$ cat src/pkg/tkm_pkg.sv
// constants and types shared by the touch key menu controller
package tkm_pkg;
  // clock and timing
  localparam int unsigned CLK_HZ = 20000000;
  localparam int unsigned ENTER_HOLD_MS = 2000;
  localparam int unsigned ENTER_ABORT_MS = 4000;
  localparam int unsigned ESC_HOLD_MS = 1000;
  localparam int unsigned STORE_HOLD_MS = 2000;
  localparam int unsigned IDLE_MIN = 5;
  localparam int unsigned BLINK_MS = 250;
  localparam int unsigned FAST_BLINK_MS = 62;
  localparam int unsigned MARKER_MS = 1000;
  localparam longint unsigned CYC_PER_MS = CLK_HZ / 1000;
  localparam longint unsigned ENTER_HOLD_CYC = ENTER_HOLD_MS * CYC_PER_MS;
  localparam longint unsigned ENTER_ABORT_CYC = ENTER_ABORT_MS * CYC_PER_MS;
  localparam longint unsigned ESC_HOLD_CYC = ESC_HOLD_MS * CYC_PER_MS;
  localparam longint unsigned STORE_HOLD_CYC = STORE_HOLD_MS * CYC_PER_MS;
  localparam longint unsigned IDLE_CYC = 64'(IDLE_MIN) * 60 * 1000 *
    CYC_PER_MS;
  localparam longint unsigned BLINK_CYC = BLINK_MS * CYC_PER_MS;
  localparam longint unsigned FAST_BLINK_CYC = FAST_BLINK_MS * CYC_PER_MS;
  localparam longint unsigned MARKER_CYC = MARKER_MS * CYC_PER_MS;
  // menu geometry
  localparam int unsigned MAIN_ITEMS = 6;
  localparam int unsigned BASE_ITEMS = 7;
  localparam logic [2:0] MAIN_BASE = 3'h0;
  localparam logic [2:0] MAIN_RET = 3'h5;
  localparam logic [2:0] BASE_UNIT = 3'h0;
  localparam logic [2:0] BASE_LOW = 3'h1;
  localparam logic [2:0] BASE_HIGH = 3'h2;
  localparam logic [2:0] BASE_DAMP = 3'h3;
  localparam logic [2:0] BASE_MIN = 3'h4;
  localparam logic [2:0] BASE_MAX = 3'h5;
  localparam logic [2:0] BASE_RET = 3'h6;
  // units
  localparam int unsigned UNIT_COUNT = 5;
  localparam logic [2:0] UNIT_PCT = 3'h3;
  localparam logic [2:0] UNIT_MA = 3'h4;
  // reset values and digit count
  localparam logic [15:0] LOW_RESET = 16'h0000;
  localparam logic [15:0] HIGH_RESET = 16'h1000;
  localparam logic [2:0] UNIT_RESET = 3'h0;
  localparam int unsigned DIGITS = 4;
  // display content and controller states
  typedef enum logic [2:0] {
    SHOW_VALUE = 3'b000,
    SHOW_UNIT = 3'b001,
    SHOW_MENU = 3'b010,
    SHOW_EDIT = 3'b011,
    SHOW_GO_UP = 3'b100,
    SHOW_ESCAPE = 3'b101,
    SHOW_STORED = 3'b110,
    SHOW_LIST = 3'b111
  } show_e;
  typedef enum logic [2:0] {
    ST_VIEW = 3'b000,
    ST_ENTER = 3'b001,
    ST_MENU = 3'b010,
    ST_LIST = 3'b011,
    ST_EDIT = 3'b100,
    ST_HOLD_BOTH = 3'b101,
    ST_WAIT_REL = 3'b110
  } state_e;
endpackage : tkm_pkg

$ cat src/rtl/tkm_key_sync.sv
// key synchroniser with rising-edge event detection
`timescale 1ns/1ps
module tkm_key_sync
  import tkm_pkg::*;
#(
  parameter int unsigned WIDTH = 3
) (
  input wire logic i_clock,
  input wire logic i_rst,
  input wire logic [WIDTH-1:0] i_raw,
  output logic [WIDTH-1:0] o_level,
  output logic [WIDTH-1:0] o_rise
);
  typedef struct packed {
    logic [WIDTH-1:0] meta;
    logic [WIDTH-1:0] sync;
    logic [WIDTH-1:0] prev;
  } sync_s;
  sync_s r;
  sync_s next_r;

  initial begin
    if (WIDTH < 1) $error("key width must be at least one");
  end

  // meta is read only by sync; edges come from the second stage onward
  always_comb begin
    next_r = r;
    next_r.meta = i_raw;
    next_r.sync = r.meta;
    next_r.prev = r.sync;
  end

  always_ff @(posedge i_clock or posedge i_rst) begin
    if (i_rst) begin
      r <= '0;
    end else begin
      r <= next_r;
    end
  end

  assign o_level = r.sync;
  assign o_rise = r.sync & ~r.prev; // one event per touch
endmodule : tkm_key_sync

$ cat src/rtl/tkm_menu_ctrl.sv
// touch key menu controller: modes, menus, lists, digit entry, leds
`timescale 1ns/1ps
// What this block does
// [RL1] touch flashes leds per key, outputs untouched
// [RL2] untouched leds mirror switching outputs
// [RL3] power-up enters display mode showing value
// [RL4] flash value when above presentable maximum
// [RL5] center shows unit; lone arrow ignored
// [RL6] both arrows 2 s enters configuration
// [RL7] still held at 4 s returns display
// [RL8] arrows move items, center selects/exits
// [RL9] return item goes up; main returns display
// [RL10] menu navigation wraps both ways
// [RL11] both arrows go up, flash return marker
// [RL12] both held over 1 s escapes display
// [RL13] five minutes idle returns display mode
// [RL14] list: arrows step, center stores, both cancel
// [RL15] digit flashes, up/down change with carry
// [RL16] over-limit shows limit; either arrow restores
// [RL17] center advances digit; both cancels entry
// [RL18] last digit center commits and stores
// [RL19] center hold 2 s stores partial value
// [RL20] range change clears min and max pointers
// [RL21] switch points kept as range percentage
// [RL22] range low 4 mA; span; not %/mA
// [RL23] each touch acts once on rising edge
module tkm_menu_ctrl
  import tkm_pkg::*;
#(
  parameter longint unsigned ENTER_HOLD = ENTER_HOLD_CYC,
  parameter longint unsigned ENTER_ABORT = ENTER_ABORT_CYC,
  parameter longint unsigned ESC_HOLD = ESC_HOLD_CYC,
  parameter longint unsigned STORE_HOLD = STORE_HOLD_CYC,
  parameter longint unsigned IDLE_LIMIT = IDLE_CYC,
  parameter longint unsigned BLINK = BLINK_CYC,
  parameter longint unsigned FAST_BLINK = FAST_BLINK_CYC,
  parameter longint unsigned MARKER = MARKER_CYC,
  parameter logic [15:0] RANGE_MIN = 16'h0000,
  parameter logic [15:0] RANGE_MAX = 16'h9999,
  parameter logic [15:0] MIN_SPAN = 16'h1000
) (
  input wire logic i_clock,
  input wire logic i_rst,
  input wire logic i_key_down,
  input wire logic i_key_up,
  input wire logic i_key_center,
  input wire logic [1:0] i_switch_state,
  input wire logic i_value_over,
  input wire logic i_unit_enabled,
  input wire logic i_unit_phase,
  output logic [1:0] o_led,
  output logic [2:0] o_show,
  output logic o_blink,
  output logic [2:0] o_item,
  output logic o_in_base,
  output logic [2:0] o_unit,
  output logic [15:0] o_span_low_value,
  output logic [15:0] o_span_high_value,
  output logic [15:0] o_edit_value,
  output logic [1:0] o_digit,
  output logic o_pointer_clear,
  output logic o_points_rescale
);
  localparam int CW = 34;

  typedef struct packed {
    state_e st;
    show_e show;
    logic in_base;
    logic [2:0] item;
    logic [2:0] list_sel;
    logic [2:0] unit;
    logic [15:0] low;
    logic [15:0] high;
    logic [15:0] edit;
    logic [15:0] undo;
    logic limited;
    logic [1:0] digit;
    logic [CW-1:0] hold;
    logic [CW-1:0] idle;
    logic [CW-1:0] mark;
    logic [CW-1:0] blink_cnt;
    logic [CW-1:0] fast_cnt;
    logic slow_ph;
    logic fast_ph;
    logic ptr_clr;
    logic rescale;
    logic from_val; // both arrows came from a list or an entry
  } ctrl_s;
  ctrl_s r;
  ctrl_s next_r;

  logic [2:0] lvl;
  logic [2:0] rise;
  logic both;
  logic any_key;

  initial begin
    if (ENTER_ABORT <= ENTER_HOLD) $error("abort time must exceed entry");
    if (ESC_HOLD < 1 || BLINK < 1 || FAST_BLINK < 1) $error("bad count");
    if (IDLE_LIMIT >= (64'h1 << CW)) $error("idle count too wide");
  end

  tkm_key_sync #(
    .WIDTH(3)
  ) tkm_key_sync_inst (
    .i_clock(i_clock),
    .i_rst(i_rst),
    .i_raw({i_key_center, i_key_up, i_key_down}),
    .o_level(lvl),
    .o_rise(rise)
  );

  assign both = lvl[0] & lvl[1];
  assign any_key = |lvl;

  // bcd digit step with carry/borrow into higher digits
  function automatic logic [15:0] bcd_step(input logic [15:0] v,
                                           input logic [1:0] pos,
                                           input logic up);
    logic [15:0] res;
    logic go;
    res = v;
    go = 1'b1;
    for (int i = 0; i < DIGITS; i++) begin
      if (go && i >= 3 - int'(pos)) begin
        if (up) begin
          go = (res[i*4 +: 4] == 4'h9);
          res[i*4 +: 4] = go ? 4'h0 : res[i*4 +: 4] + 4'h1;
        end else begin
          go = (res[i*4 +: 4] == 4'h0);
          res[i*4 +: 4] = go ? 4'h9 : res[i*4 +: 4] - 4'h1;
        end
      end
    end
    return res;
  endfunction : bcd_step

  // wrapped menu step
  function automatic logic [2:0] wrap(input logic [2:0] v,
                                      input logic [2:0] n,
                                      input logic up);
    if (up) begin
      return (v == 3'h0) ? n - 3'h1 : v - 3'h1;
    end
    return (v == n - 3'h1) ? 3'h0 : v + 3'h1;
  endfunction : wrap

  // main next-state logic
  always_comb begin
    logic [2:0] n_items;
    logic [15:0] cand;
    logic [15:0] lo_lim;
    logic [15:0] hi_lim;
    n_items = 3'h0;
    cand = 16'h0000;
    lo_lim = RANGE_MIN;
    hi_lim = RANGE_MAX;
    next_r = r;
    next_r.ptr_clr = 1'b0;
    next_r.rescale = 1'b0;
    // blink phase generators
    next_r.blink_cnt = r.blink_cnt + CW'(1);
    if (r.blink_cnt >= CW'(BLINK - 1)) begin
      next_r.blink_cnt = '0;
      next_r.slow_ph = ~r.slow_ph;
    end
    next_r.fast_cnt = r.fast_cnt + CW'(1);
    if (r.fast_cnt >= CW'(FAST_BLINK - 1)) begin
      next_r.fast_cnt = '0;
      next_r.fast_ph = ~r.fast_ph;
    end
    // hold counter runs while any key is held
    next_r.hold = any_key ? r.hold + CW'(1) : '0;
    if (any_key || r.st == ST_VIEW) next_r.idle = '0;
    else next_r.idle = r.idle + CW'(1);
    if (r.mark != '0) next_r.mark = r.mark - CW'(1);
    n_items = r.in_base ? 3'(BASE_ITEMS) : 3'(MAIN_ITEMS);
    // edit limits; a span of at least MIN_SPAN is kept
    if (r.item == BASE_LOW) hi_lim = r.high - MIN_SPAN; // RL22
    else lo_lim = r.low + MIN_SPAN; // RL22
    case (r.st)
      ST_VIEW: begin
        next_r.show = (lvl[2] || (i_unit_enabled && i_unit_phase)) ?
          SHOW_UNIT : SHOW_VALUE; // RL5 RL3
        if (r.mark != '0) next_r.show = r.show;
        if (both && rise[1:0] != 2'b00) begin
          next_r.st = ST_ENTER; // RL6
          next_r.hold = '0;
        end
      end
      ST_ENTER: begin
        if (!both) begin
          next_r.st = (r.hold >= CW'(ENTER_HOLD)) ? ST_MENU : ST_VIEW; // RL6
          next_r.in_base = 1'b0;
          next_r.item = MAIN_BASE;
          next_r.show = (r.hold >= CW'(ENTER_HOLD)) ? SHOW_MENU : SHOW_VALUE;
        end else if (r.hold >= CW'(ENTER_ABORT)) begin
          next_r.st = ST_WAIT_REL; // RL7
          next_r.show = SHOW_VALUE;
        end else if (r.hold >= CW'(ENTER_HOLD)) begin
          next_r.show = SHOW_MENU;
        end
      end
      ST_WAIT_REL: begin
        if (!any_key) next_r.st = ST_VIEW;
      end
      ST_MENU: begin
        if (r.mark == '0) next_r.show = SHOW_MENU;
        if (both) begin
          next_r.st = ST_HOLD_BOTH; // RL11
          next_r.from_val = 1'b0;
          next_r.show = SHOW_GO_UP;
          next_r.hold = '0;
        end else if (rise[0] || rise[1]) begin
          next_r.item = wrap(r.item, n_items, rise[1]); // RL8 RL10 RL23
          next_r.show = SHOW_MENU;
        end else if (rise[2]) begin
          if (!r.in_base) begin
            if (r.item == MAIN_RET) begin
              next_r.st = ST_VIEW; // RL9
              next_r.show = SHOW_VALUE;
            end else if (r.item == MAIN_BASE) begin
              next_r.in_base = 1'b1; // RL8
              next_r.item = BASE_UNIT;
            end
          end else begin
            case (r.item)
              BASE_RET: begin
                next_r.in_base = 1'b0; // RL9
                next_r.item = MAIN_BASE;
              end
              BASE_UNIT: begin
                next_r.st = ST_LIST;
                next_r.list_sel = r.unit;
                next_r.show = SHOW_LIST;
              end
              BASE_LOW, BASE_HIGH: begin
                if (r.unit != UNIT_PCT && r.unit != UNIT_MA) begin
                  next_r.st = ST_EDIT; // RL22
                  next_r.edit = (r.item == BASE_LOW) ? r.low : r.high;
                  next_r.undo = next_r.edit;
                  next_r.digit = 2'h0;
                  next_r.limited = 1'b0;
                  next_r.show = SHOW_EDIT;
                end
              end
              default: begin
                next_r.show = SHOW_MENU; // value item: stays at its item
              end
            endcase
          end
        end
        if (r.idle >= CW'(IDLE_LIMIT)) begin
          next_r.st = ST_VIEW; // RL13
          next_r.show = SHOW_VALUE;
        end
      end
      ST_HOLD_BOTH: begin
        if (!both) begin
          next_r.st = ST_MENU; // RL11
          next_r.mark = CW'(MARKER);
          if (r.from_val) begin
            next_r.in_base = r.in_base; // RL14 RL17 back to its own item
          end else if (r.in_base) begin
            next_r.in_base = 1'b0;
            next_r.item = MAIN_BASE;
          end else begin
            next_r.st = ST_VIEW;
            next_r.show = SHOW_VALUE;
          end
        end else if (r.hold > CW'(ESC_HOLD)) begin
          next_r.st = ST_WAIT_REL; // RL12
          next_r.show = SHOW_ESCAPE;
          next_r.mark = CW'(MARKER);
        end
      end
      ST_LIST: begin
        if (both) begin
          next_r.st = ST_HOLD_BOTH; // RL14
          next_r.from_val = 1'b1;
          next_r.show = SHOW_GO_UP;
          next_r.hold = '0;
        end else if (rise[0] || rise[1]) begin
          next_r.list_sel = wrap(r.list_sel, 3'(UNIT_COUNT), rise[1]); // RL14
        end else if (rise[2]) begin
          next_r.unit = r.list_sel; // RL14
          next_r.st = ST_MENU;
          next_r.show = SHOW_STORED;
          next_r.mark = CW'(MARKER);
        end
        if (r.idle >= CW'(IDLE_LIMIT)) begin
          next_r.st = ST_VIEW; // RL13
          next_r.show = SHOW_VALUE;
        end
      end
      ST_EDIT: begin
        if (both) begin
          next_r.st = ST_HOLD_BOTH; // RL17
          next_r.from_val = 1'b1;
          next_r.show = SHOW_GO_UP;
          next_r.hold = '0;
        end else if (rise[0] || rise[1]) begin
          if (r.limited) begin
            next_r.edit = r.undo; // RL16
            next_r.limited = 1'b0;
          end else begin
            cand = bcd_step(r.edit, r.digit, rise[1]); // RL15
            next_r.undo = r.edit;
            if (cand > hi_lim || cand < lo_lim ||
                (rise[1] && cand < r.edit) ||
                (rise[0] && cand > r.edit)) begin
              next_r.edit = rise[1] ? hi_lim : lo_lim; // RL16
              next_r.limited = 1'b1;
            end else begin
              next_r.edit = cand;
            end
          end
        end else if ((rise[2] && r.digit == 2'h3) ||
                     (lvl[2] && r.hold == CW'(STORE_HOLD))) begin
          next_r.st = ST_MENU; // RL18 RL19
          next_r.show = SHOW_STORED;
          next_r.mark = CW'(MARKER);
          if (r.item == BASE_LOW) next_r.low = r.edit;
          else next_r.high = r.edit;
          next_r.ptr_clr = 1'b1; // RL20
          next_r.rescale = 1'b1; // RL21
        end else if (rise[2]) begin
          next_r.digit = r.digit + 2'h1; // RL17
          next_r.limited = 1'b0;
        end
        if (r.idle >= CW'(IDLE_LIMIT)) begin
          next_r.st = ST_VIEW; // RL13
          next_r.show = SHOW_VALUE;
        end
      end
      default: begin
        next_r.st = ST_VIEW;
      end
    endcase
  end

  always_ff @(posedge i_clock or posedge i_rst) begin
    if (i_rst) begin
      r <= '0; // RL3
      r.st <= ST_VIEW;
      r.show <= SHOW_VALUE;
      r.unit <= UNIT_RESET;
      r.low <= LOW_RESET;
      r.high <= HIGH_RESET;
    end else begin
      r <= next_r;
    end
  end

  // led feedback over switch state; outputs themselves never touched
  always_comb begin
    if (lvl[2]) o_led = {2{r.fast_ph}}; // RL1
    else if (lvl[1:0] != 2'b00) o_led = {lvl[1], lvl[0]} & {2{r.slow_ph}};
    else o_led = i_switch_state; // RL2
  end

  assign o_show = r.show;
  assign o_blink = r.slow_ph & ((r.st == ST_VIEW && i_value_over) || // RL4
    r.st == ST_EDIT || r.show == SHOW_GO_UP || r.show == SHOW_ESCAPE);
  assign o_item = r.item;
  assign o_in_base = r.in_base;
  assign o_unit = r.unit;
  assign o_span_low_value = r.low;
  assign o_span_high_value = r.high;
  assign o_edit_value = r.edit;
  assign o_digit = r.digit;
  assign o_pointer_clear = r.ptr_clr;
  assign o_points_rescale = r.rescale;

  // last item of the menu in use
  function automatic logic [2:0] n_last();
    return r.in_base ? 3'(BASE_ITEMS - 1) : 3'(MAIN_ITEMS - 1);
  endfunction : n_last

  // checks
  wrap_ok_a: assert property (@(posedge i_clock) disable iff (i_rst)
    (r.st == ST_MENU && rise[0] && !lvl[1] && r.item == n_last())
    |=> r.item == 3'h0) else $error("menu did not wrap"); // RL10
  led_idle_a: assert property (@(posedge i_clock) disable iff (i_rst)
    !any_key |-> o_led == i_switch_state)
    else $error("leds not mirroring switches"); // RL2
  unit_show_a: assert property (@(posedge i_clock) disable iff (i_rst)
    (r.st == ST_VIEW && lvl[2] && r.mark == '0) |=> r.show == SHOW_UNIT)
    else $error("unit not shown"); // RL5
  store_clr_a: assert property (@(posedge i_clock) disable iff (i_rst)
    $rose(r.ptr_clr) |-> r.show == SHOW_STORED && r.st == ST_MENU)
    else $error("pointer clear without store"); // RL20
  list_store_a: assert property (@(posedge i_clock) disable iff (i_rst)
    (r.st == ST_LIST && rise[2] && !both && rise[1:0] == 2'b00 &&
     r.idle < CW'(IDLE_LIMIT))
    |=> r.unit == $past(r.list_sel) && r.st == ST_MENU)
    else $error("list choice not stored"); // RL14
  idle_out_a: assert property (@(posedge i_clock) disable iff (i_rst)
    (r.st == ST_MENU && r.idle >= CW'(IDLE_LIMIT)) |=> r.st == ST_VIEW)
    else $error("idle timeout missed"); // RL13
  escape_a: assert property (@(posedge i_clock) disable iff (i_rst)
    (r.st == ST_HOLD_BOTH && both && r.hold > CW'(ESC_HOLD))
    |=> r.show == SHOW_ESCAPE ##1 (r.st != ST_MENU))
    else $error("escape missed"); // RL12
  range_lock_a: assert property (@(posedge i_clock) disable iff (i_rst)
    $rose(r.st == ST_EDIT) |-> r.unit != UNIT_PCT && r.unit != UNIT_MA)
    else $error("range edit in percent or mA"); // RL22
  cover_enter_c: cover property (@(posedge i_clock) disable iff (i_rst)
    r.st == ST_ENTER ##1 r.st == ST_MENU);
  cover_store_c: cover property (@(posedge i_clock) disable iff (i_rst)
    r.st == ST_EDIT ##1 r.show == SHOW_STORED);
  cover_limit_c: cover property (@(posedge i_clock) disable iff (i_rst)
    $rose(r.limited));
endmodule : tkm_menu_ctrl
$ cat config.mk
export PLATFORM = sky130hd
export DESIGN_NAME = tkm_menu_ctrl
export DESIGN_NICKNAME = d
export VERILOG_FILES = /design/src/pkg/tkm_pkg.sv /design/src/rtl/tkm_key_sync.sv /design/src/rtl/tkm_menu_ctrl.sv
export SDC_FILE = /design/constraint.sdc
export NUM_CORES = 1
export LEC_CHECK = 0
export ABC_AREA = 1
export BUFFER_PORTS_ARGS = -buffer_cell sky130_fd_sc_hd__buf_2
export CORE_MARGIN = 3
export CORE_UTILIZATION = 23
export DETAILED_ROUTE_END_ITERATION = 16
export PLACE_DENSITY_LB_ADDON = 0.05
export RECOVER_POWER = 50
export SLEW_MARGIN = 30
export SYNTH_ARGS = -nofsm -noshare
export SYNTH_HDL_FRONTEND = slang
export SYNTH_SLANG_ARGS = --single-unit
$ cat constraint.sdc
create_clock -name i_clock -period 10.9 [get_ports i_clock]
set_input_delay 1.09 -clock i_clock [delete_from_list [all_inputs] [get_ports i_clock]]
set_output_delay 1.09 -clock i_clock [all_outputs]
set_load 0.03 [all_outputs]
==> results of run 1 <==
layout by cell type (no fill, tap or decap), drive strengths merged, types with 10 or more instances in the layout:
| cell | n |
|---|---|
| o21ai | 190 |
| a21oi | 153 |
| buf | 63 |
| xnor2 | 20 |
| inv | 282 |
| nand3 | 135 |
| o211ai | 13 |
| a211oi | 10 |
| conb | 24 |
| nor4 | 31 |
| nor2 | 326 |
| nand4 | 58 |
| dfrtp | 265 |
| xor2 | 34 |
| ha | 67 |
| clkbuf | 86 |
| nor3 | 80 |
| nand2 | 437 |
per-stage QoR:
step / util, % / instance area (µm²) / instances / power (mW) / hold WS (ns)
after detailed placement: 24.8 / 18200 / 3251 / 3.53 / 0.346
after global routing: 26.5 / 19400 / 3321 / 5.21 / 0.368
after global placement: 24.8 / 18100 / 3251 / 3.54 / 0.343
after CTS: 26.6 / 19500 / 3320 / 4.88 / 0.360
final: 26.5 / 19400 / 3321 / 4.79 / 0.358
after floorplan: - / 17200 / 2322 / 2.97 / 0.331
final timing paths:
kind / slack [ns] / to
max in group i_clock: 5.80 / r[163]
min in group asynchronous: 2.10 / r[49]
worst min-delay path: 0.36 / tkm_key_sync_inst.o_level[1]
worst max register to register: 5.80 / r[163]
worst min register to register: 0.36 / tkm_key_sync_inst.o_level[1]
worst max-delay path: 4.46 / r[187]
worst max-delay path, cell delays in order:
cell,delay [ns]
buf_2,0.10
clkinvlp_2,2.86
clkbuf_1,2.25
registers in the layout, summed over array words and instances, names as in the netlist:
register	count
r	196
o_edit_value	16
o_span_high_value	16
o_span_low_value	16
o_item	3
o_show	3
o_unit	3
tkm_key_sync_inst.next_r	3
tkm_key_sync_inst.o_level	3
tkm_key_sync_inst.r	3
o_digit	2
o_in_base	1
o_pointer_clear	1
logic make-up (layout without fill, tap and decap cells):
family / after synthesis / count (layout) / share of synthesized area [%]
buffers and inverters: 403 / 443 / 10.5
xor gates and xnor gates: 54 / 54 / 2.77
DFF: 266 / 266 / 39.0
other: 1 / 24 / 0.0220
and+or+nand+nor: 1091 / 1091 / 29.2
adders and majority gates: 67 / 67 / 4.91
AOI/OAI and AO/OA: 417 / 417 / 13.7
cell type report:
| type | count | share of cell area (%) |
|---|---|---|
| tap | 959 | 6.18 |
| clock buffer | 59 | 5.87 |
| multi-input combinational | 1653 | 45.0 |
| timing repair buffer | 90 | 2.34 |
| clock inverter | 10 | 0.818 |
| inverter | 284 | 5.49 |
| sequential | 266 | 34.3 |
metal layers:
layer / track usage [%] / share of wire, % / vias up
met2: 21.1 / 42 / 284
met4: 3.96 / 2.5 / 4
met1: 20.6 / 51 / 7023
met5: 0 / 0.044 / -
met3: 2.78 / 4.7 / 76
li1: - / - / 7598
power by group through the flow:
stage               Combinational [mW]  Clock, mW  Sequential, mW
finish                            2.19       1.29            1.30
global route                      2.48       1.40            1.33
CTS                               2.22       1.36            1.31
detailed placement                2.21          0            1.32
global placement                  2.22          0            1.32
floorplan                         1.71          0            1.26
==> run summary, run 1 <==
Worst r2r src -> r[257]
I/O Buffers -> 74
RSZ-0062 raised after global routing -> no
Synth Cell Area -> 17100 µm²
Worst Reg-to-Reg Cells -> 12
CTS Root Cell -> clkbuf_16
Synth top cells by count -> nand2_1 (412), nor2_1 (318), inv_1 (272)
Switching portion of total power -> 46.0%
Netlist cell types -> 62
Resize count post-CTS -> 0
Final WL -> 55.0 mm
Initial DRC Count -> 964
Global route overflow -> 0
Io pins -> 75
Seq cells post-synth -> 266
Slew Viols, Final -> 255
Layout cells sized above 1 -> 9.31%
H-tree Lvls -> 2
Internal power -> 2.58 mW
Tot GR Track Use -> 14.1%
Crit end category -> asynchronous set/reset pin
Critical path type -> input port to asynchronous set/reset pin
Clock transition at the registers of the reported paths -> 0.05 ns
Synth warn -> 0
Yosys top cell area share -> 38.8%
Synth Flop Type -> dfrtp_1
Max cap viols -> 4
Sequential share of power -> 27.2%
Status -> complete, but fails checks
Register area -> 6660 µm²
Slew HR -> -250%
Leakage -> 8.50 nW
Element type at the critical path start -> input port
First-pass GRT wire length -> 87.1 mm
Hold Violations, Final -> 0
Worst hold start -> tkm_key_sync_inst.next_r[4]
Number of global-route vias before repair -> 14600
Crit path arrival time -> 6.45 ns
CTS buffer count -> 39
Post-CTS setup buffer count -> 0
Most frequent cell after synthesis -> nand2_1
Mean Syn Cell Area -> 7.43 µm²
Final ANT Viol Nets -> 0
Comb power frac -> 45.8%
Remaining routing DRC violations -> 0
Starting Density -> 23.3%
Worst-Margin Slew -> 5.22 ns
Area contributors post-synth -> dfrtp_1 (39%), nand2_1 (9.1%), nor2_1 (7.0%)
Clock skew -> 0.0286 ns
Via Count -> 15000
GPL Wtd Cong -> 0.836
Largest net degree at the start of global routing -> 112
Peak VDD IR -> 0.140 mV
Ys async rst share -> 100%
Min-Delay Path Depth -> 0
Total negative slack -> 0 ns
Final antenna diode count -> 0
Minimum clock period -> 6.44 ns
Post-synth EDFFs -> 0
Cell taking the most area after synthesis -> dfrtp_1
Initial DRT Pass Iterations -> 5
CTS tree -> done
Layout Nets -> 2411
Final worst-path cycle share -> 59.1%
HP Class -> flip-flop to flip-flop
Initial antenna violation count -> 2
Die Y-Extent -> 278 µm
CTS Sinks -> 266
Clk pwr share -> 27.0%
FMAX -> 0.155 GHz
Longest Clk Path Bufs -> 3
Die W -> 278 µm
Register area share after synthesis -> 39.0%
Row count -> 99
Final worst setup slack -> 4.46 ns
NetSw -> 2.20 mW
# fillers -> 7971
Failing checks -> capacitance limit, slew limit
DP HPWL -> 38.7 mm
Pre-CTS setup slack -> 6.01 ns
Clk Latency, worst-skew pair -> 0.57 ns
Area Overhead vs Synth -> 13.8%
CP startpoint -> i_rst
Vias per inst -> 4.51
CP Max Fanout -> 111
DR WL/cell -> 16.6 µm
# setup viols final -> 0
Multi-input gate area in the final layout -> 8750 µm²
Power Density -> 246 nW/µm²
CTS Hold Bufs -> 0
CP required -> 10.91 ns
Total die area -> 77500 µm²
Gate Count Post-Synth -> 2299
CORE AREA -> 73200 µm²
Power figures use the tool's default switching activity.
==> run 2, diff against run 1 <==
clock period = 6.07 ns   (was 10.9 ns; I/O delays follow)
==> run summary, run 2 (synthesis results as in run 1) <==
Row count -> 99
FMAX -> 0.221 GHz
Power Density -> 443 nW/µm²
CTS Sinks -> 266
Largest net degree at the start of global routing -> 90
Final worst-path cycle share -> 74.5%
Leakage -> 8.58 nW
Clock transition at the registers of the reported paths -> 0.06 ns
Biggest register -> r
Remaining routing DRC violations -> 0
Vias per inst -> 4.54
Number of global-route vias before repair -> 15100
Commonest non-fill, non-tap cell in the layout -> nand2_1
Final std cells w/o fill -> 3328
CP max stage cell -> nor2_4
Worst-Margin Slew -> 3.98 ns
CTS buffer count -> 39
Final WL -> 55.8 mm
Global route overflow -> 0
Clk Latency, worst-skew pair -> 0.57 ns
Clock skew -> 0.0155 ns
Minimum clock period -> 4.52 ns
Crit path arrival time -> 5.02 ns
CORE AREA -> 73200 µm²
Finished Core Util -> 26.6%
Final total power -> 8.64 mW
Initial antenna violation count -> 0
CP required -> 6.57 ns
Tot GR Track Use -> 14.4%
Slew Viols, Final -> 183
Delay-heaviest family, CP -> simple AND/OR/NAND/NOR gates
Final instance area -> 19500 µm²
Max reg flops -> 196
Via Count -> 15100
Area Overhead vs Synth -> 14.2%
Top cell by count, worst path -> nand2_1
GPL Wtd Cong -> 0.819
Placed instance area -> 18200 µm²
Resize count post-CTS -> 0
HP Class -> input port to flip-flop
DP HPWL -> 40.0 mm
I/O Buffers -> 74
# placed instances -> 3257
Die Y-Extent -> 278 µm
Slew HR -> -165%
Hold Violations, Final -> 0
Initial DRC Count -> 1041
DR WL/cell -> 16.8 µm
CTS tree -> done
First-pass GRT wire length -> 88.7 mm
RSZ-0062 raised after global routing -> no
Failing checks -> capacitance limit, slew limit
Total die area -> 77500 µm²
Max cap viols -> 3
Final antenna diode count -> 0
Post-CTS setup buffer count -> 0
Critical path type -> flip-flop to flip-flop
Initial DRT Pass Iterations -> 7
Element type at the critical path start -> flip-flop
Commonest non-fill, non-tap cells in the layout -> nand2_1 (412), nor2_1 (318), inv_1 (271)
Status -> complete, but fails checks
H-tree Lvls -> 2
# setup viols final -> 0
Total negative slack -> 0 ns
Final ANT Viol Nets -> 0
Buf+Inv Stages, Crit Path -> 2
Starting Density -> 23.3%
Longest Clk Path Bufs -> 3
Slowest stage delay, CP -> 0.47 ns
CTS Hold Bufs -> 0
CTS Root Cell -> clkbuf_16
Crit end category -> flip-flop
CP Max Fanout -> 16
Die W -> 278 µm
Layout cells sized above 1 -> 10.2%
Layout Nets -> 2416
Io pins -> 75
Cells along the critical path -> inv_2 > nor2_4 > nand2_1 > nand2_1 > nand2_2 > nand3_4 > nor2_1 > a21oi_1 > ha_1 > nand4_1 > or3_1 > a31o_2 > o211ai_1 > o21ai_0 > o21ai_2 > buf_4 > nand4_1 > nand3_2 > nand2_1 > a21oi_2
Peak VDD IR -> 0.391 mV
-- run 2: cell count changes in the layout (fill, tap and decap cells not counted), moves of 2 or more --
cell      delta
clkbuf_8     +2
inv_16       -2
buf_2       +12
clkbuf_1    -13
buf_4        +6
-- run 2: metrics by stage --
stage | worst slack [ns] | hold WS (ns)
floorplan | 1.95 | 0.331
CTS | 1.49 | 0.101
detailed placement | 1.54 | 0.339
global placement | 1.58 | 0.340
finish | 1.55 | 0.149
global route | 0.612 | 0.120
-- run 2: layout make-up --
type | instances | area, µm²
tap | 959 | 1200
clock inverter | 10 | 143
multi-input combinational | 1653 | 8750
timing repair buffer | 95 | 515
fill | 8025 | 53700
clock buffer | 61 | 1170
inverter | 284 | 1070
sequential | 266 | 6660
-- run 2: worst register-to-register path: cells and delay by family, from the launching register on --
| kind | cells | cell delay (ns) |
|---|---|---|
| buf+inv | 2 | 0.33 |
| simple gates | 11 | 2.27 |
| compound gates | 6 | 1.18 |
| flops | 1 | 0.45 |
| fa+ha+maj | 1 | 0.24 |
-- run 2: path summary, 6_finish.rpt --
path,startpoint,end,slack [ns],cells after the start
max in group asynchronous,i_rst,o_edit_value[11],1.62,4
min in group asynchronous,i_rst,r[115],0.17,3
worst max-delay path,tkm_key_sync_inst.o_level[1],o_edit_value[1],1.55,20
worst max register to register,tkm_key_sync_inst.o_level[1],o_edit_value[1],1.55,20
worst min-delay path,i_key_down,tkm_key_sync_inst.next_r[3],0.15,1
worst min register to register,tkm_key_sync_inst.next_r[5],tkm_key_sync_inst.o_level[2],0.35,0
-- run 2: report_power, final --
| part | switching (mW) | internal, mW | leakage (nW) |
|---|---|---|---|
| Clock | 0.923 | 1.41 | 0.640 |
| Combinational | 2.73 | 1.23 | 4.42 |
| Sequential | 0.322 | 2.03 | 3.52 |
| Total | 3.97 | 4.67 | 8.58 |
-- run 2: layer usage --
| metal | part of all wire, % | track usage [%] |
|---|---|---|
| met5 | 0 | 0 |
| met4 | 2.1 | 3.56 |
| met3 | 4.7 | 2.80 |
| met2 | 44 | 22.9 |
| met1 | 49 | 20.0 |
==> run 3, diff against run 2 <==
ABC_AREA = 0   (was 1)
clock period = 4.01 ns   (was 6.07 ns; I/O delays follow)
==> run summary, run 3 <==
Status -> complete, but fails checks
Failing checks -> capacitance limit, slew limit, setup timing
Final antenna diode count -> 0
Slew Viols, Final -> 126
Max cap viols -> 2
Final worst-path cycle share -> 107%
Power Density -> 672 nW/µm²
HP Class -> flip-flop to flip-flop
Number of global-route vias before repair -> 13600
Crit end category -> flip-flop
Worst-Margin Slew -> 2.26 ns
Multi-input gate area in the final layout -> 8580 µm²
Final worst setup slack -> -0.270 ns
FMAX -> 0.234 GHz
Post-synth EDFFs -> 0
Most frequent cell after synthesis -> dfrtp_1
CTS buffer count -> 39
Remaining routing DRC violations -> 0
Yosys top cell area share -> 41.5%
CP Max Fanout -> 6
Final total power -> 13.1 mW
Global route overflow -> 0
Initial DRT Pass Iterations -> 6
# setup viols final -> 17
Vias per inst -> 4.62
Synth Cell Area -> 16000 µm²
Die W -> 270 µm
Worst hold slack -> 0.352 ns
Max reg flops -> 196
Peak VDD IR -> 0.334 mV
Mean Syn Cell Area -> 8.66 µm²
Placed instance area -> 18100 µm²
# fillers -> 7439
Area contributors post-synth -> dfrtp_1 (42%), nor2_1 (5.7%), ha_1 (5.2%)
Layout Nets -> 2078
Final WL -> 52.9 mm
Commonest non-fill, non-tap cell in the layout -> dfrtp_1
Final std cells w/o fill -> 2959
H-tree Lvls -> 2
Netlist cell types -> 82
Area Overhead vs Synth -> 21.8%
Slew HR -> -50.6%
DP HPWL -> 38.1 mm
Initial DRC Count -> 741
Largest net degree at the start of global routing -> 97
Ys async rst share -> 100%
Longest Clk Path Bufs -> 3
Clock skew -> 0.0348 ns
I/O Buffers -> 74
Critical path type -> flip-flop to flip-flop
Via Count -> 13700
Commonest non-fill, non-tap cells in the layout -> dfrtp_1 (264), nor2_1 (241), nand2_1 (211)
CTS Root Cell -> clkbuf_16
Synth top cells by count -> dfrtp_1 (265), nor2_1 (242), nand2_1 (212)
Synth warn -> 0
Cell taking the most area after synthesis -> dfrtp_1
Finished Core Util -> 28.3%
Layout cells sized above 1 -> 15.6%
CTS tree -> done
Element type at the critical path start -> flip-flop
Final instance area -> 19500 µm²
Initial antenna violation count -> 1
Row count -> 96
Seq cells post-synth -> 266
Total die area -> 72700 µm²
RSZ-0062 raised after global routing -> yes
Register area -> 6660 µm²
Hold Violations, Final -> 0
CP required -> 4.50 ns
Io pins -> 75
Register area share after synthesis -> 41.7%
DR WL/cell -> 17.9 µm
Biggest register -> r
Minimum clock period -> 4.28 ns
GPL Wtd Cong -> 0.854
Final ANT Viol Nets -> 0
Tot GR Track Use -> 14.3%
Crit path arrival time -> 4.77 ns
Die Y-Extent -> 270 µm
Synth Flop Type -> dfrtp_1
CTS Sinks -> 266
# placed instances -> 2880
Clk Latency, worst-skew pair -> 0.57 ns
Leakage -> 8.21 nW
First-pass GRT wire length -> 82.7 mm
Gate Count Post-Synth -> 1845
Starting Density -> 23.3%
CORE AREA -> 68700 µm²
Clock transition at the registers of the reported paths -> 0.06 ns
[run 3: through the flow]
stage          setup slack, ns  setup TNS, ns
2_1_floorplan           -0.199          -2.29
3_3_place_gp            -0.291          -3.39
3_5_place_dp            -0.298          -3.90
4_1_cts                 -0.278          -3.20
5_1_grt                 -0.477         -10.14
6_report                -0.270          -3.41
[run 3: power by group]
group | internal, mW | leakage (nW) | switching, mW
sequential | 3.04 | 3.52 | 0.383
clock | 2.07 | 0.611 | 1.34
combinational | 2.73 | 4.08 | 3.52
total | 7.84 | 8.21 | 5.24
[run 3: path summary, 6_finish.rpt]
| kind | end | slack [ns] | start | cells after the start |
|---|---|---|---|---|
| min | tkm_key_sync_inst.o_level[1] | 0.35 | tkm_key_sync_inst.next_r[4] | 0 |
| min reg2reg | tkm_key_sync_inst.o_level[1] | 0.35 | tkm_key_sync_inst.next_r[4] | 0 |
| max | o_edit_value[0] | -0.27 | o_edit_value[1] | 20 |
| min in group asynchronous | r[143] | 0.63 | i_rst | 3 |
| max reg2reg | o_edit_value[0] | -0.27 | o_edit_value[1] | 20 |
| max in group asynchronous | o_span_high_value[7] | 0.61 | i_rst | 4 |
[run 3: routing by layer]
| layer | part of all wire, % | GRT usage (%) | wire [µm] |
|---|---|---|---|
| met4 | 2.3 | 3.81 | 1240 |
| met3 | 4.5 | 2.59 | 2360 |
| met2 | 44 | 22.4 | 23500 |
| met5 | 0 | 0 | 0 |
| met1 | 49 | 20.3 | 25800 |
[run 3: layout make-up]
| cell class | instances | share of cell area [%] |
|---|---|---|
| flip-flops and latches | 266 | 34.2 |
| clock buffers | 56 | 5.76 |
| repair buffers | 235 | 8.27 |
| clock inverters | 12 | 0.668 |
| multi-input cells | 1405 | 44.1 |
| well taps | 931 | 5.98 |
| inverters | 54 | 1.05 |
[run 3: logic make-up (layout without fill, tap and decap cells)]
logic type,after synthesis,after routing,synth area share [%]
multiplexers,31,31,2.02
buffers and inverters,198,357,6.32
AO/OA/AOI/OAI,401,401,15.6
XOR/XNOR,139,139,7.62
flip-flops,266,266,41.7
other,1,24,0.0235
AND/OR/NAND/NOR,741,742,21.4
adder cells (fa/ha/maj),68,68,5.32
[run 3: timing repair]
item                                   4_1_cts  5_1_grt
hold buffers                                 4        0
setup endpoints to repair                   17       17
pin swaps                                    4        3
buffers inserted                             3        2
endpoints found under the hold margin       23        0
gates resized for setup                      9        8
gates cloned                                 1        1
[run 3: worst max-delay path: stages, from the launching register on]
cell and delay (ns):
dfrtp_1 0.39, inv_2 0.10, ha_4 0.14, nand3b_1 0.10, o21a_1 0.22, and2_4 0.16
or2_4 0.28, o21ai_4 0.15, o31ai_4 0.09, ha_1 0.30, a21o_1 0.17, a21o_1 0.15
a211o_1 0.28, maj3_2 0.34, o221ai_2 0.18, o2111ai_2 0.15, a211oi_4 0.28, buf_6 0.16
buf_12 0.13, mux2_4 0.30, a21oi_2 0.12
